$ cat config.mk
export PLATFORM = sky130hd
export DESIGN_NAME = fpl_front_panel_lock
export DESIGN_NICKNAME = d
export VERILOG_FILES = /design/src/fpl_pkg.sv /design/src/fpl_front_panel_lock.sv
export SDC_FILE = /design/constraint.sdc
export NUM_CORES = 1
export LEC_CHECK = 0
export BUFFER_PORTS_ARGS = -buffer_cell sky130_fd_sc_hd__buf_2
export CAP_MARGIN = 15
export CORE_MARGIN = 2
export CORE_UTILIZATION = 55
export DETAILED_ROUTE_END_ITERATION = 10
export PLACE_DENSITY = 0.76
export SYNTH_ARGS = -nofsm -noshare
export SYNTH_HDL_FRONTEND = slang
export SYNTH_SLANG_ARGS = --single-unit
$ cat constraint.sdc
create_clock -name aclk -period 13.5 [get_ports aclk]
set_input_delay 0 -clock aclk [delete_from_list [all_inputs] [get_ports aclk]]
set_output_delay 0 -clock aclk [all_outputs]
set_load 0.02 [all_outputs]
$ cat src/fpl_pkg.sv
// Package of constants and types for the front-panel lock control block.
package fpl_pkg;

    // ****************************************************************
    // Bus map
    // ****************************************************************
    localparam logic [7:0] FPL_ADDR_CTRL    = 8'h00;
    localparam logic [7:0] FPL_ADDR_STATUS  = 8'h04;
    localparam logic [7:0] FPL_ADDR_VALUE   = 8'h08;
    localparam logic [7:0] FPL_ADDR_CAL_LO  = 8'h0C;
    localparam logic [7:0] FPL_ADDR_CAL_HI  = 8'h10;
    localparam logic [7:0] FPL_ADDR_SCALED  = 8'h14;
    localparam logic [7:0] FPL_ADDR_ACTIONS = 8'h18;

    // ****************************************************************
    // Control register fields
    // ****************************************************************
    localparam int FPL_CTRL_PINFN_LSB = 0;
    localparam int FPL_CTRL_TREND1    = 3;
    localparam int FPL_CTRL_TREND2    = 4;
    localparam int FPL_CTRL_DISP2_LSB = 8;
    localparam int FPL_CTRL_DISP3_LSB = 12;
    localparam int FPL_CTRL_INVALID   = 16;
    localparam logic [31:0] FPL_CTRL_RESET = 32'h0000_0000;
    localparam logic [31:0] FPL_CTRL_MASK  = 32'h0001_FF1F;

    // ****************************************************************
    // Numeric limits
    // ****************************************************************
    localparam logic signed [31:0] FPL_CAL_MIN_SPAN = 32'sd1000;
    localparam logic signed [31:0] FPL_DISP_MIN     = -32'sd19999;
    localparam logic signed [31:0] FPL_DISP_MAX     = 32'sd99999;
    localparam logic [2:0]  FPL_PINFN_LOCK  = 3'h0;
    localparam logic [2:0]  FPL_PINFN_TARE  = 3'h5;
    localparam logic [2:0]  FPL_PINFN_TOT1  = 3'h6;
    localparam logic [2:0]  FPL_PINFN_UNLAT = 3'h7;
    localparam int FPL_STEP_LAST    = 15;
    localparam int FPL_VIEW_ITEMS   = 7;
    localparam logic [15:0] FPL_VALUE_RESET = 16'h0000;

    // ****************************************************************
    // Timing
    // ****************************************************************
    localparam int FPL_CLK_MHZ       = 100;
    localparam int FPL_DEBOUNCE_US   = 20;
    localparam int FPL_DEBOUNCE_CYC  = FPL_DEBOUNCE_US * FPL_CLK_MHZ;
    localparam int FPL_DB_W          = 12;

    // ****************************************************************
    // Types
    // ****************************************************************
    typedef enum logic [2:0] {
        FPL_OPER, FPL_VIEW_UP, FPL_VIEW_DN, FPL_MAIN, FPL_SETP,
        FPL_EXIT_ARM, FPL_LOCKMSG
    } fpl_mode_t;

endpackage

$ cat src/fpl_front_panel_lock.sv
// Front-panel button sequencing, lockout and lock-pin action logic with AXI4-Lite access.
//
// Functional notes
// - In programming, program press commits the shown value and advances a step; here it arms the exit and the next lone press advances the step.
// - Passing steps with program only leaves stored values untouched.
// - Program plus up together enters main programming mode.
// - Program plus down together enters setpoint programming mode.
// - Exit: one program press, then program plus arrow, back to operation.
// - Up press increments the edited value while programming.
// - Down press decrements the edited value while programming.
// - Up in operation walks odd channels, odd setpoints, peak, total one.
// - Down in operation walks even channels, even setpoints, valley, total two.
// - Program lockout on makes everything view only and shows lock notice.
// - Setpoint lockout on refuses setpoint edits but allows viewing.
// - Calibration error when high reading is under low plus 1000 counts.
// - Error when scaled result leaves -19999..99999 or input is invalid.
// - Pin function zero with pin active locks both programming modes.
// - Pin lock still allows brightness; next program press shows lock notice.
// - Pin functions 1..7 reset channels, tare, total one, or unlatch setpoints.
// - Annunciators one and two may show rising and falling trend.
// - Top display shows primary channel in operation and codes when programming.
// - Second and third displays each select an input or processed value.
//
// The register addresses and the AXI4-Lite interface to the registers were chosen for this implementation.
`timescale 1ns/100ps
module fpl_front_panel_lock
    import fpl_pkg::*;
(
    input  wire logic        aclk,
    input  wire logic        aresetn,
    input  wire logic [31:0] s_axi_awaddr,
    input  wire logic        s_axi_awvalid,
    output logic             s_axi_awready,
    input  wire logic [31:0] s_axi_wdata,
    input  wire logic [3:0]  s_axi_wstrb,
    input  wire logic        s_axi_wvalid,
    output logic             s_axi_wready,
    output logic [1:0]       s_axi_bresp,
    output logic             s_axi_bvalid,
    input  wire logic        s_axi_bready,
    input  wire logic [31:0] s_axi_araddr,
    input  wire logic        s_axi_arvalid,
    output logic             s_axi_arready,
    output logic [31:0]      s_axi_rdata,
    output logic [1:0]       s_axi_rresp,
    output logic             s_axi_rvalid,
    input  wire logic        s_axi_rready,
    input  wire logic        btn_prog_n,
    input  wire logic        btn_up_n,
    input  wire logic        btn_down_n,
    input  wire logic        prog_lockout_on,
    input  wire logic        setp_lockout_on,
    input  wire logic        lock_pin_n,
    input  wire logic        cal_active,
    output logic             lock_notice_short,
    output logic             lock_notice_long,
    output logic             error_notice,
    output logic             annunciator_one,
    output logic             annunciator_two,
    output logic             top_shows_code,
    output logic [3:0]       disp2_source,
    output logic [3:0]       disp3_source,
    output logic [2:0]       view_item,
    output logic [2:0]       mode_out,
    output logic [3:0]       step_out,
    output logic             commit_pulse,
    output logic [6:0]       action_pulse
);

    // ****************************************************************
    // Input debouncing
    // ****************************************************************
    // Active-low contacts count as pressed only when held stable; open reads as released.
    logic [4:0] raw_s;
    logic [4:0] stab_q;
    logic [4:0] prev_q;
    logic [FPL_DB_W-1:0] db_cnt_q [5];

    assign raw_s = {~lock_pin_n, setp_lockout_on, prog_lockout_on, ~btn_down_n, ~btn_up_n};
    logic prog_raw;
    logic prog_stab_q;
    logic prog_prev_q;
    logic [FPL_DB_W-1:0] prog_cnt_q;
    assign prog_raw = ~btn_prog_n;

    function automatic logic [FPL_DB_W-1:0] db_next(input logic [FPL_DB_W-1:0] cnt,
                                                    input logic raw, input logic stab);
        if (raw == stab)
            return '0;
        return cnt + 1'b1;
    endfunction

    always_ff @(posedge aclk) begin
        if (!aresetn) begin
            stab_q <= '0;
            prev_q <= '0;
            prog_stab_q <= 1'b0;
            prog_prev_q <= 1'b0;
            prog_cnt_q <= '0;
            for (int i = 0; i < 5; i++) db_cnt_q[i] <= '0;
        end else begin
            prev_q <= stab_q;
            prog_prev_q <= prog_stab_q;
            for (int i = 0; i < 5; i++) begin
                db_cnt_q[i] <= db_next(db_cnt_q[i], raw_s[i], stab_q[i]);
                if (db_cnt_q[i] == FPL_DB_W'(FPL_DEBOUNCE_CYC - 1)) begin
                    stab_q[i] <= raw_s[i];
                    db_cnt_q[i] <= '0;
                end
            end
            prog_cnt_q <= db_next(prog_cnt_q, prog_raw, prog_stab_q);
            if (prog_cnt_q == FPL_DB_W'(FPL_DEBOUNCE_CYC - 1)) begin
                prog_stab_q <= prog_raw;
                prog_cnt_q <= '0;
            end
        end
    end

    // Press events. A chord fires when the second button of the pair becomes stable
    // while the other is already stable; a lone program press fires on release so that it cannot
    // be mistaken for the start of a chord, while a lone arrow press fires when it becomes stable.
    logic up_s, dn_s, pin_s;
    logic up_rise, dn_rise, prog_rise, prog_fall, pin_rise;
    logic chord_up, chord_dn, chord_used_q;
    logic prog_single, up_single, dn_single;
    assign up_s     = stab_q[0];
    assign dn_s     = stab_q[1];
    assign pin_s    = stab_q[4];
    assign up_rise  = up_s & ~prev_q[0];
    assign dn_rise  = dn_s & ~prev_q[1];
    assign pin_rise = pin_s & ~prev_q[4];
    assign prog_rise = prog_stab_q & ~prog_prev_q;
    assign prog_fall = ~prog_stab_q & prog_prev_q;
    assign chord_up = prog_stab_q & up_s & (prog_rise | up_rise);
    assign chord_dn = prog_stab_q & dn_s & (prog_rise | dn_rise);
    assign prog_single = prog_fall & ~chord_used_q;
    assign up_single = up_rise & ~prog_stab_q;
    assign dn_single = dn_rise & ~prog_stab_q;

    always_ff @(posedge aclk) begin
        if (!aresetn)
            chord_used_q <= 1'b0;
        else if (chord_up | chord_dn)
            chord_used_q <= 1'b1;
        else if (!prog_stab_q)
            chord_used_q <= 1'b0;
    end

    // ****************************************************************
    // Register file
    // ****************************************************************
    logic [31:0] ctrl_q;
    logic signed [31:0] cal_lo_q, cal_hi_q, scaled_q;
    logic [15:0] value_q [FPL_STEP_LAST+1];
    logic [6:0]  actions_q;
    logic       aw_have_q, w_have_q, wr_fire, wr_full_q;
    logic [7:0] wr_addr_q;
    logic [31:0] wr_data_q;
    logic [2:0]  pin_fn;
    logic        pin_locked;
    assign pin_fn = ctrl_q[FPL_CTRL_PINFN_LSB +: 3];
    assign pin_locked = pin_s & (pin_fn == FPL_PINFN_LOCK);

    // ****************************************************************
    // Mode sequencing
    // ****************************************************************
    // Step 0 of main mode is brightness; setpoint steps are treated as setpoint values.
    fpl_mode_t mode_q, ret_q;
    logic [3:0] step_q;
    logic [2:0] view_q;
    logic       edit_ok;
    logic       in_prog;
    assign in_prog = (mode_q == FPL_MAIN) | (mode_q == FPL_SETP);
    always_comb begin
        edit_ok = ~stab_q[2];
        if (mode_q == FPL_SETP && stab_q[3])
            edit_ok = 1'b0;
        if (pin_locked && !(mode_q == FPL_MAIN && step_q == 4'h0))
            edit_ok = 1'b0;
    end

    always_ff @(posedge aclk) begin
        if (!aresetn) begin
            mode_q <= FPL_OPER;
            ret_q <= FPL_OPER;
            step_q <= '0;
            view_q <= '0;
            commit_pulse <= 1'b0;
        end else begin
            commit_pulse <= 1'b0;
            case (mode_q)
                FPL_OPER, FPL_VIEW_UP, FPL_VIEW_DN: begin
                    if (chord_up) begin
                        mode_q <= FPL_MAIN;
                        step_q <= '0;
                        if (prog_lockout_on) mode_q <= FPL_LOCKMSG;
                    end else if (chord_dn) begin
                        mode_q <= FPL_SETP;
                        step_q <= '0;
                        if (prog_lockout_on || pin_locked) mode_q <= FPL_LOCKMSG;
                    end else if (up_single) begin
                        if (mode_q != FPL_VIEW_UP) begin
                            mode_q <= FPL_VIEW_UP;
                            view_q <= '0;
                        end else
                            view_q <= (view_q == 3'(FPL_VIEW_ITEMS - 1)) ? 3'h0 : view_q + 3'h1;
                    end else if (dn_single) begin
                        if (mode_q != FPL_VIEW_DN) begin
                            mode_q <= FPL_VIEW_DN;
                            view_q <= '0;
                        end else
                            view_q <= (view_q == 3'(FPL_VIEW_ITEMS - 1)) ? 3'h0 : view_q + 3'h1;
                    end else if (prog_single)
                        mode_q <= FPL_OPER;
                end
                FPL_MAIN, FPL_SETP: begin
                    if (prog_single) begin
                        commit_pulse <= 1'b1;
                        ret_q <= mode_q;
                        mode_q <= FPL_EXIT_ARM;
                        if (pin_locked && mode_q == FPL_MAIN) mode_q <= FPL_LOCKMSG;
                    end
                end
                FPL_EXIT_ARM: begin
                    if (chord_up || chord_dn)
                        mode_q <= FPL_OPER;
                    else if (up_single || dn_single || prog_single) begin
                        // Any other action resumes at the next step.
                        mode_q <= ret_q;
                        step_q <= (step_q == 4'(FPL_STEP_LAST)) ? 4'h0 : step_q + 4'h1;
                    end
                end
                FPL_LOCKMSG: begin
                    if (chord_up || chord_dn || prog_single)
                        mode_q <= FPL_OPER;
                end
                default: mode_q <= FPL_OPER;
            endcase
        end
    end

    // Value store: only arrow presses change a value.
    always_ff @(posedge aclk) begin
        if (!aresetn) begin
            for (int i = 0; i <= FPL_STEP_LAST; i++) value_q[i] <= FPL_VALUE_RESET;
        end else if (in_prog && edit_ok) begin
            if (up_single)
                value_q[step_q] <= value_q[step_q] + 16'h0001;
            else if (dn_single)
                value_q[step_q] <= value_q[step_q] - 16'h0001;
        end
    end

    // ****************************************************************
    // Error detection and pin actions
    // ****************************************************************
    logic cal_err, scale_err;
    assign cal_err = cal_active & (cal_hi_q < cal_lo_q + FPL_CAL_MIN_SPAN);
    assign scale_err = (scaled_q < FPL_DISP_MIN) | (scaled_q > FPL_DISP_MAX) |
                       ctrl_q[FPL_CTRL_INVALID];

    always_ff @(posedge aclk) begin
        if (!aresetn) begin
            action_pulse <= '0;
            actions_q <= '0;
        end else begin
            action_pulse <= '0;
            if (pin_rise && pin_fn != FPL_PINFN_LOCK)
                action_pulse[pin_fn - 3'h1] <= 1'b1;
            // Sticky log; a new event wins over a clear in the same cycle.
            for (int i = 0; i < 7; i++) begin
                if (pin_rise && pin_fn != FPL_PINFN_LOCK && pin_fn - 3'h1 == 3'(i))
                    actions_q[i] <= 1'b1;
                else if (wr_fire && wr_addr_q == FPL_ADDR_ACTIONS && wr_data_q[i])
                    actions_q[i] <= 1'b0;
            end
        end
    end

    // ****************************************************************
    // Outputs
    // ****************************************************************
    always_ff @(posedge aclk) begin
        if (!aresetn) begin
            lock_notice_short <= 1'b0;
            lock_notice_long <= 1'b0;
            error_notice <= 1'b0;
            annunciator_one <= 1'b0;
            annunciator_two <= 1'b0;
            top_shows_code <= 1'b0;
            disp2_source <= '0;
            disp3_source <= '0;
            view_item <= '0;
            mode_out <= '0;
            step_out <= '0;
        end else begin
            lock_notice_short <= (mode_q == FPL_LOCKMSG) & prog_lockout_on;
            lock_notice_long <= (mode_q == FPL_LOCKMSG) & ~prog_lockout_on;
            error_notice <= cal_err | scale_err;
            annunciator_one <= ctrl_q[FPL_CTRL_TREND1] & (scaled_q > cal_lo_q);
            annunciator_two <= ctrl_q[FPL_CTRL_TREND2] & (scaled_q < cal_lo_q);
            top_shows_code <= in_prog | (mode_q == FPL_EXIT_ARM);
            disp2_source <= ctrl_q[FPL_CTRL_DISP2_LSB +: 4];
            disp3_source <= ctrl_q[FPL_CTRL_DISP3_LSB +: 4];
            view_item <= view_q;
            mode_out <= mode_q;
            step_out <= step_q;
        end
    end

    // ****************************************************************
    // AXI4-Lite slave
    // ****************************************************************
    // One write and one read at a time; address and data are captured separately.
    assign wr_fire = aw_have_q & w_have_q & ~s_axi_bvalid;

    always_ff @(posedge aclk) begin
        if (!aresetn) begin
            aw_have_q <= 1'b0;
            w_have_q <= 1'b0;
            wr_addr_q <= '0;
            wr_data_q <= '0;
            wr_full_q <= 1'b0;
            s_axi_awready <= 1'b0;
            s_axi_wready <= 1'b0;
            s_axi_bvalid <= 1'b0;
            s_axi_bresp <= 2'h0;
        end else begin
            s_axi_awready <= ~aw_have_q & ~s_axi_awready & s_axi_awvalid;
            s_axi_wready <= ~w_have_q & ~s_axi_wready & s_axi_wvalid;
            if (s_axi_awvalid && s_axi_awready) begin
                aw_have_q <= 1'b1;
                wr_addr_q <= s_axi_awaddr[7:0];
            end
            if (s_axi_wvalid && s_axi_wready) begin
                w_have_q <= 1'b1;
                wr_data_q <= s_axi_wdata;
                wr_full_q <= (s_axi_wstrb == 4'hF);
            end
            if (wr_fire) begin
                aw_have_q <= 1'b0;
                w_have_q <= 1'b0;
                s_axi_bvalid <= 1'b1;
                s_axi_bresp <= (wr_addr_q == FPL_ADDR_CTRL || wr_addr_q == FPL_ADDR_CAL_LO ||
                                wr_addr_q == FPL_ADDR_CAL_HI || wr_addr_q == FPL_ADDR_SCALED ||
                                wr_addr_q == FPL_ADDR_ACTIONS) ? 2'h0 : 2'h2;
            end else if (s_axi_bready)
                s_axi_bvalid <= 1'b0;
        end
    end

    // Writes with all byte lanes only; partial strobes are ignored here, though an action-log clear obeys any strobe.
    always_ff @(posedge aclk) begin
        if (!aresetn) begin
            ctrl_q <= FPL_CTRL_RESET;
            cal_lo_q <= '0;
            cal_hi_q <= '0;
            scaled_q <= '0;
        end else if (wr_fire && wr_full_q) begin
            case (wr_addr_q)
                FPL_ADDR_CTRL:   ctrl_q <= wr_data_q & FPL_CTRL_MASK;
                FPL_ADDR_CAL_LO: cal_lo_q <= wr_data_q;
                FPL_ADDR_CAL_HI: cal_hi_q <= wr_data_q;
                FPL_ADDR_SCALED: scaled_q <= wr_data_q;
                default: ;
            endcase
        end
    end

    always_ff @(posedge aclk) begin
        if (!aresetn) begin
            s_axi_arready <= 1'b0;
            s_axi_rvalid <= 1'b0;
            s_axi_rdata <= '0;
            s_axi_rresp <= 2'h0;
        end else begin
            s_axi_arready <= ~s_axi_arready & ~s_axi_rvalid & s_axi_arvalid;
            if (s_axi_arvalid && s_axi_arready) begin
                s_axi_rvalid <= 1'b1;
                s_axi_rresp <= 2'h0;
                case (s_axi_araddr[7:0])
                    FPL_ADDR_CTRL:    s_axi_rdata <= ctrl_q;
                    FPL_ADDR_STATUS:  s_axi_rdata <= {18'h0, view_q, step_q, mode_q,
                                                      pin_locked, scale_err, cal_err, edit_ok};
                    FPL_ADDR_VALUE:   s_axi_rdata <= {16'h0, value_q[step_q]};
                    FPL_ADDR_CAL_LO:  s_axi_rdata <= cal_lo_q;
                    FPL_ADDR_CAL_HI:  s_axi_rdata <= cal_hi_q;
                    FPL_ADDR_SCALED:  s_axi_rdata <= scaled_q;
                    FPL_ADDR_ACTIONS: s_axi_rdata <= {25'h0, actions_q};
                    default: begin
                        s_axi_rdata <= '0;
                        s_axi_rresp <= 2'h2;
                    end
                endcase
            end else if (s_axi_rready)
                s_axi_rvalid <= 1'b0;
        end
    end

endmodule // fpl_front_panel_lock

==> metrics.yaml <==
cells_and_area:
  final_layout_size_suffix_gt1_frac: 0.1235
  area_growth_syn_to_layout_pct: 14.99
  num_antenna_cells: 0
  layoutNonFillerInstCount: 3628
  final_nets: 3117
  final_util: 0.6419
  postLayoutCellArea_um2: 32270
  n_fill_cell: 3802
global_route:
  grt.overflow.total: 0
  pin_count_of_the_biggest_net_entering_global_routing: 98
  grt_first_pass_wirelength_mm: 116.1
  use_met1: 0.3507
  grt.busiest_layer: "met2"
  groute.layer.met3.usage: 0.04638
  gr-usage-met2: 0.4728
  grt_use_total: 0.2768
  antenna_found_initial: 0
  grt_pass1_vias: 21740
worst_setup_path:
  capture_instance_of_the_worst_register_to_register_path: "value_q[7][7]$_SDFFCE_PN0P_"
  worst_ep_required_time_ps: 13820
  r2r_setup_slack_ps: 8250
  worst-endpoint-arrival_ps: 5570
  worst-setup-path-type: "reg -> reg"
  critPathSlowestCell: "sky130_fd_sc_hd__buf_4"
  worstPathCellList: "buf_4, mux4_2, mux4_2, ha_1, o21a_1, o21a_1, o211ai_1, a21oi_1, nor2_1, xor2_1, buf_4, nor2_1"
  worstPathBufferInverterCount: 2
  critPathLaunchType: "flop"
  timing.reg2reg.worst_path_depth: 12
  critPathMaxFanout: 41
  timing.critical_path.slowest_cell_delay_ps: 770
  timing.critical_path.to_type: "flop"
  worst_path_dominant_cell_family: "multiplexers"
worst_hold_path:
  timing.hold.worst_endpoint: "s_axi_rdata[5]$_SDFFE_PN0P_"
  hold-path-cell-count: 5
  min-delay-start: "s_axi_araddr[3]"
  worst_hold_path_type: "in -> reg"
clock_network:
  clock_tree.buffer_depth: 3
  cts.clk_slew.worst_paths_ps: 70
  cts.htree.levels: 2
  tritoncts: "done"
  clock_network_latency_to_the_later_pin_of_the_worst_skew_pair_ps: 630
  clock_tree.root_cell: "sky130_fd_sc_hd__clkbuf_16"
  tritoncts.num_buffers: 58
  cts-resized-gates: 0
  clkSinkCount: 587
logic_synthesis:
  synth_enable_flop_cells: 304
  syn_inst: 2703
  postSynthAreaPerCell_um2: 10.38
  syn-cell-area_um2: 28060
  synth_most_common_cell: "sky130_fd_sc_hd__nand2_1"
  synthesis.yosys.warnings: 0
  synth_seq_cells: 587
  synth_seq_area_share: 0.5272
  synth.top_cells.by_count: "sky130_fd_sc_hd__nand2_1, sky130_fd_sc_hd__nor2_1, sky130_fd_sc_hd__edfxtp_1"
  synth_area_leaders: "sky130_fd_sc_hd__edfxtp_1, sky130_fd_sc_hd__dfxtp_1, sky130_fd_sc_hd__mux4_2"
  synth_top_flop_cell: "sky130_fd_sc_hd__edfxtp_1"
  ys_types: 78
  synth_top_cell_area_share: 0.3253
  async_s_r_ff_share_synth: 0
  netlist.top_cell.by_area: "sky130_fd_sc_hd__edfxtp_1"
timing:
  clock.fmax_mhz: 190.3
  fin_tns_setup_ps: 0
  period_minus_slack_ps: 5255
  max_slew_margin: 0.3244
  timing.final.hold_violations: 0
  drv_slew: 0
  timing.clock.skew_ps: 35.97
  worst-slew-pin-transition_ps: 1011
  whs_ps: 115.4
  post-route-worst-setup-slack_ps: 8245
  grt_setup_unrepaired: "no"
  finalSetupViolations: 0
  finalCritPeriodShare: 0.3893
routing:
  routedWlPerCell_um: 20.51
  via_total_after_detailed_routing: 22000
  drt_pre_antenna_iters: 8
  initialDrtViolationCount: 2277
  routed_wl_mm: 74.41
  ant_nets: 0
  avgViaCountPerCell: 6.063
  detail_route.drc_violations: 0
power:
  combinational_cell_fraction_of_total_power: 0.042
  finalPower_mw: 3.724
  cellPowerDensity_nw_per_um2: 115.4
  net_switching_fraction_of_the_power: 0.2188
  internal_power_component_mw: 2.909
  total_leakage_power_nw: 11.68
  pwr-share-seq: 0.522
  total_net_switching_power_mw: 0.8148
  ir_drop_mv: 0.1288
  pwr-share-clk: 0.437
floorplan:
  initial_utilization: 0.5582
  placement_rows: 82
  die_y_um: 229.9
  floorplan.die_area_um2: 52850
  core-area_um2: 50270
  die_w_um: 229.9
  io_pins: 187
place:
  numPlacedInstances: 3415
  detailedPlace.worstSlack_ps: 7818
  gp_congestion: 0.9607
  dpl.hpwl_mm: 48.12
  dpl-instance-area_um2: 29320
  portBuffers: 136
run:
  max_capacitance_violation_total: 0
status:
  status: "finished clean"
==> cells by family after synthesis <==
kind of cell             after synthesis  share of synthesized area
AO/OA/AOI/OAI                        449                     0.1143
XOR/XNOR                             103                    0.03281
adder cells (fa/ha/maj)               95                    0.04262
buffers and inverters                236                    0.03353
flip-flops                           587                     0.5272
multiplexers                          96                    0.06973
other                                  2                  0.0002676
AND/OR/NAND/NOR                     1135                     0.1796
==> layer usage <==
metal  routed length (um)  vias up
li1                     -     9998
met1                28940    10690
met4                 2805        0
met3                 6207      207
met2                36460     1101
met5                    0        -
==> sequential cells by signal, summed over array words and instances (netlist names), 4 cells and up, named ones only <==
| register | flops |
|---|---|
| ctrl_q | 14 |
| scaled_q | 32 |
| disp2_source | 4 |
| step_q | 4 |
| db_cnt_q | 60 |
| cal_hi_q | 32 |
| disp3_source | 4 |
| actions_q | 7 |
| stab_q | 5 |
| cal_lo_q | 32 |
| prog_cnt_q | 12 |
| action_pulse | 7 |
| wr_data_q | 32 |
| wr_addr_q | 8 |
| s_axi_rdata | 32 |
| value_q | 256 |
| step_out | 4 |
==> power groups by stage <==
| stage | combinational, mW | sequential (mW) | clock, mW |
|---|---|---|---|
| after floorplan | 0.0900 | 1.97 | 0 |
| final | 0.155 | 1.94 | 1.63 |
| after CTS | 0.150 | 1.94 | 1.64 |
| after global placement | 0.127 | 1.98 | 0 |
| after global routing | 0.166 | 1.95 | 1.71 |
| after detailed placement | 0.131 | 1.98 | 0 |
==> worst register-to-register path: stages (launching register included) <==
cell	delay [ps]
sky130_fd_sc_hd__dfxtp_4	650
sky130_fd_sc_hd__buf_4	790
sky130_fd_sc_hd__mux4_2	640
sky130_fd_sc_hd__mux4_2	560
sky130_fd_sc_hd__ha_1	480
sky130_fd_sc_hd__o21a_1	190
sky130_fd_sc_hd__o21a_1	140
sky130_fd_sc_hd__o211ai_1	110
sky130_fd_sc_hd__a21oi_1	540
sky130_fd_sc_hd__nor2_1	110
sky130_fd_sc_hd__xor2_1	390
sky130_fd_sc_hd__buf_4	290
sky130_fd_sc_hd__nor2_1	70
==> area by class of cell <==
class | instances | area [um2] | area share
sequential | 587 | 14800 | 0.4586
clock inverter | 23 | 175.2 | 0.005428
inverter | 68 | 255.2 | 0.007909
tap | 672 | 840.8 | 0.02605
multi-input combinational | 1928 | 12560 | 0.3891
timing repair buffer | 265 | 1904 | 0.05901
clock buffer | 85 | 1739 | 0.05389
==> worst max-delay path by stage <==
| stage | start | to | cells past startpoint |
|---|---|---|---|
| floorplan | flop | value_q[10][10]$_SDFFCE_PN0P_ | 14 |
| detailed placement | flop | value_q[14][7]$_SDFFCE_PN0P_ | 11 |
| global route | flop | value_q[4][7]$_SDFFCE_PN0P_ | 12 |
| CTS | flop | value_q[14][7]$_SDFFCE_PN0P_ | 11 |
| finish | flop | value_q[7][7]$_SDFFCE_PN0P_ | 12 |
| global placement | flop | value_q[10][7]$_SDFFCE_PN0P_ | 11 |
==> layout by cell type (no fill, tap or decap), types with 27 or more instances in the layout <==
master and instances:
sky130_fd_sc_hd__nor2b_1 27, sky130_fd_sc_hd__nand2_1 448, sky130_fd_sc_hd__a21boi_0 153, sky130_fd_sc_hd__o21ai_0 80, sky130_fd_sc_hd__mux4_2 79, sky130_fd_sc_hd__buf_2 135
sky130_fd_sc_hd__clkbuf_16 63, sky130_fd_sc_hd__dfxtp_1 281, sky130_fd_sc_hd__nor3_1 51, sky130_fd_sc_hd__and3_1 27, sky130_fd_sc_hd__inv_1 68, sky130_fd_sc_hd__buf_4 30
sky130_fd_sc_hd__xnor2_1 59, sky130_fd_sc_hd__nand4_1 37, sky130_fd_sc_hd__edfxtp_1 304, sky130_fd_sc_hd__and2_1 49, sky130_fd_sc_hd__nor2_1 341, sky130_fd_sc_hd__nand3_1 76
sky130_fd_sc_hd__a21oi_1 59, sky130_fd_sc_hd__conb_1 50, sky130_fd_sc_hd__dlygate4sd3_1 98, sky130_fd_sc_hd__xor2_1 43, sky130_fd_sc_hd__ha_1 94
==> repair_timing <==
item,in CTS,in global routing
buffers inserted,0,0
hold endpoints to repair,126,0
hold buffers,98,0
Note: power is estimated with default switching activity, not from simulation.
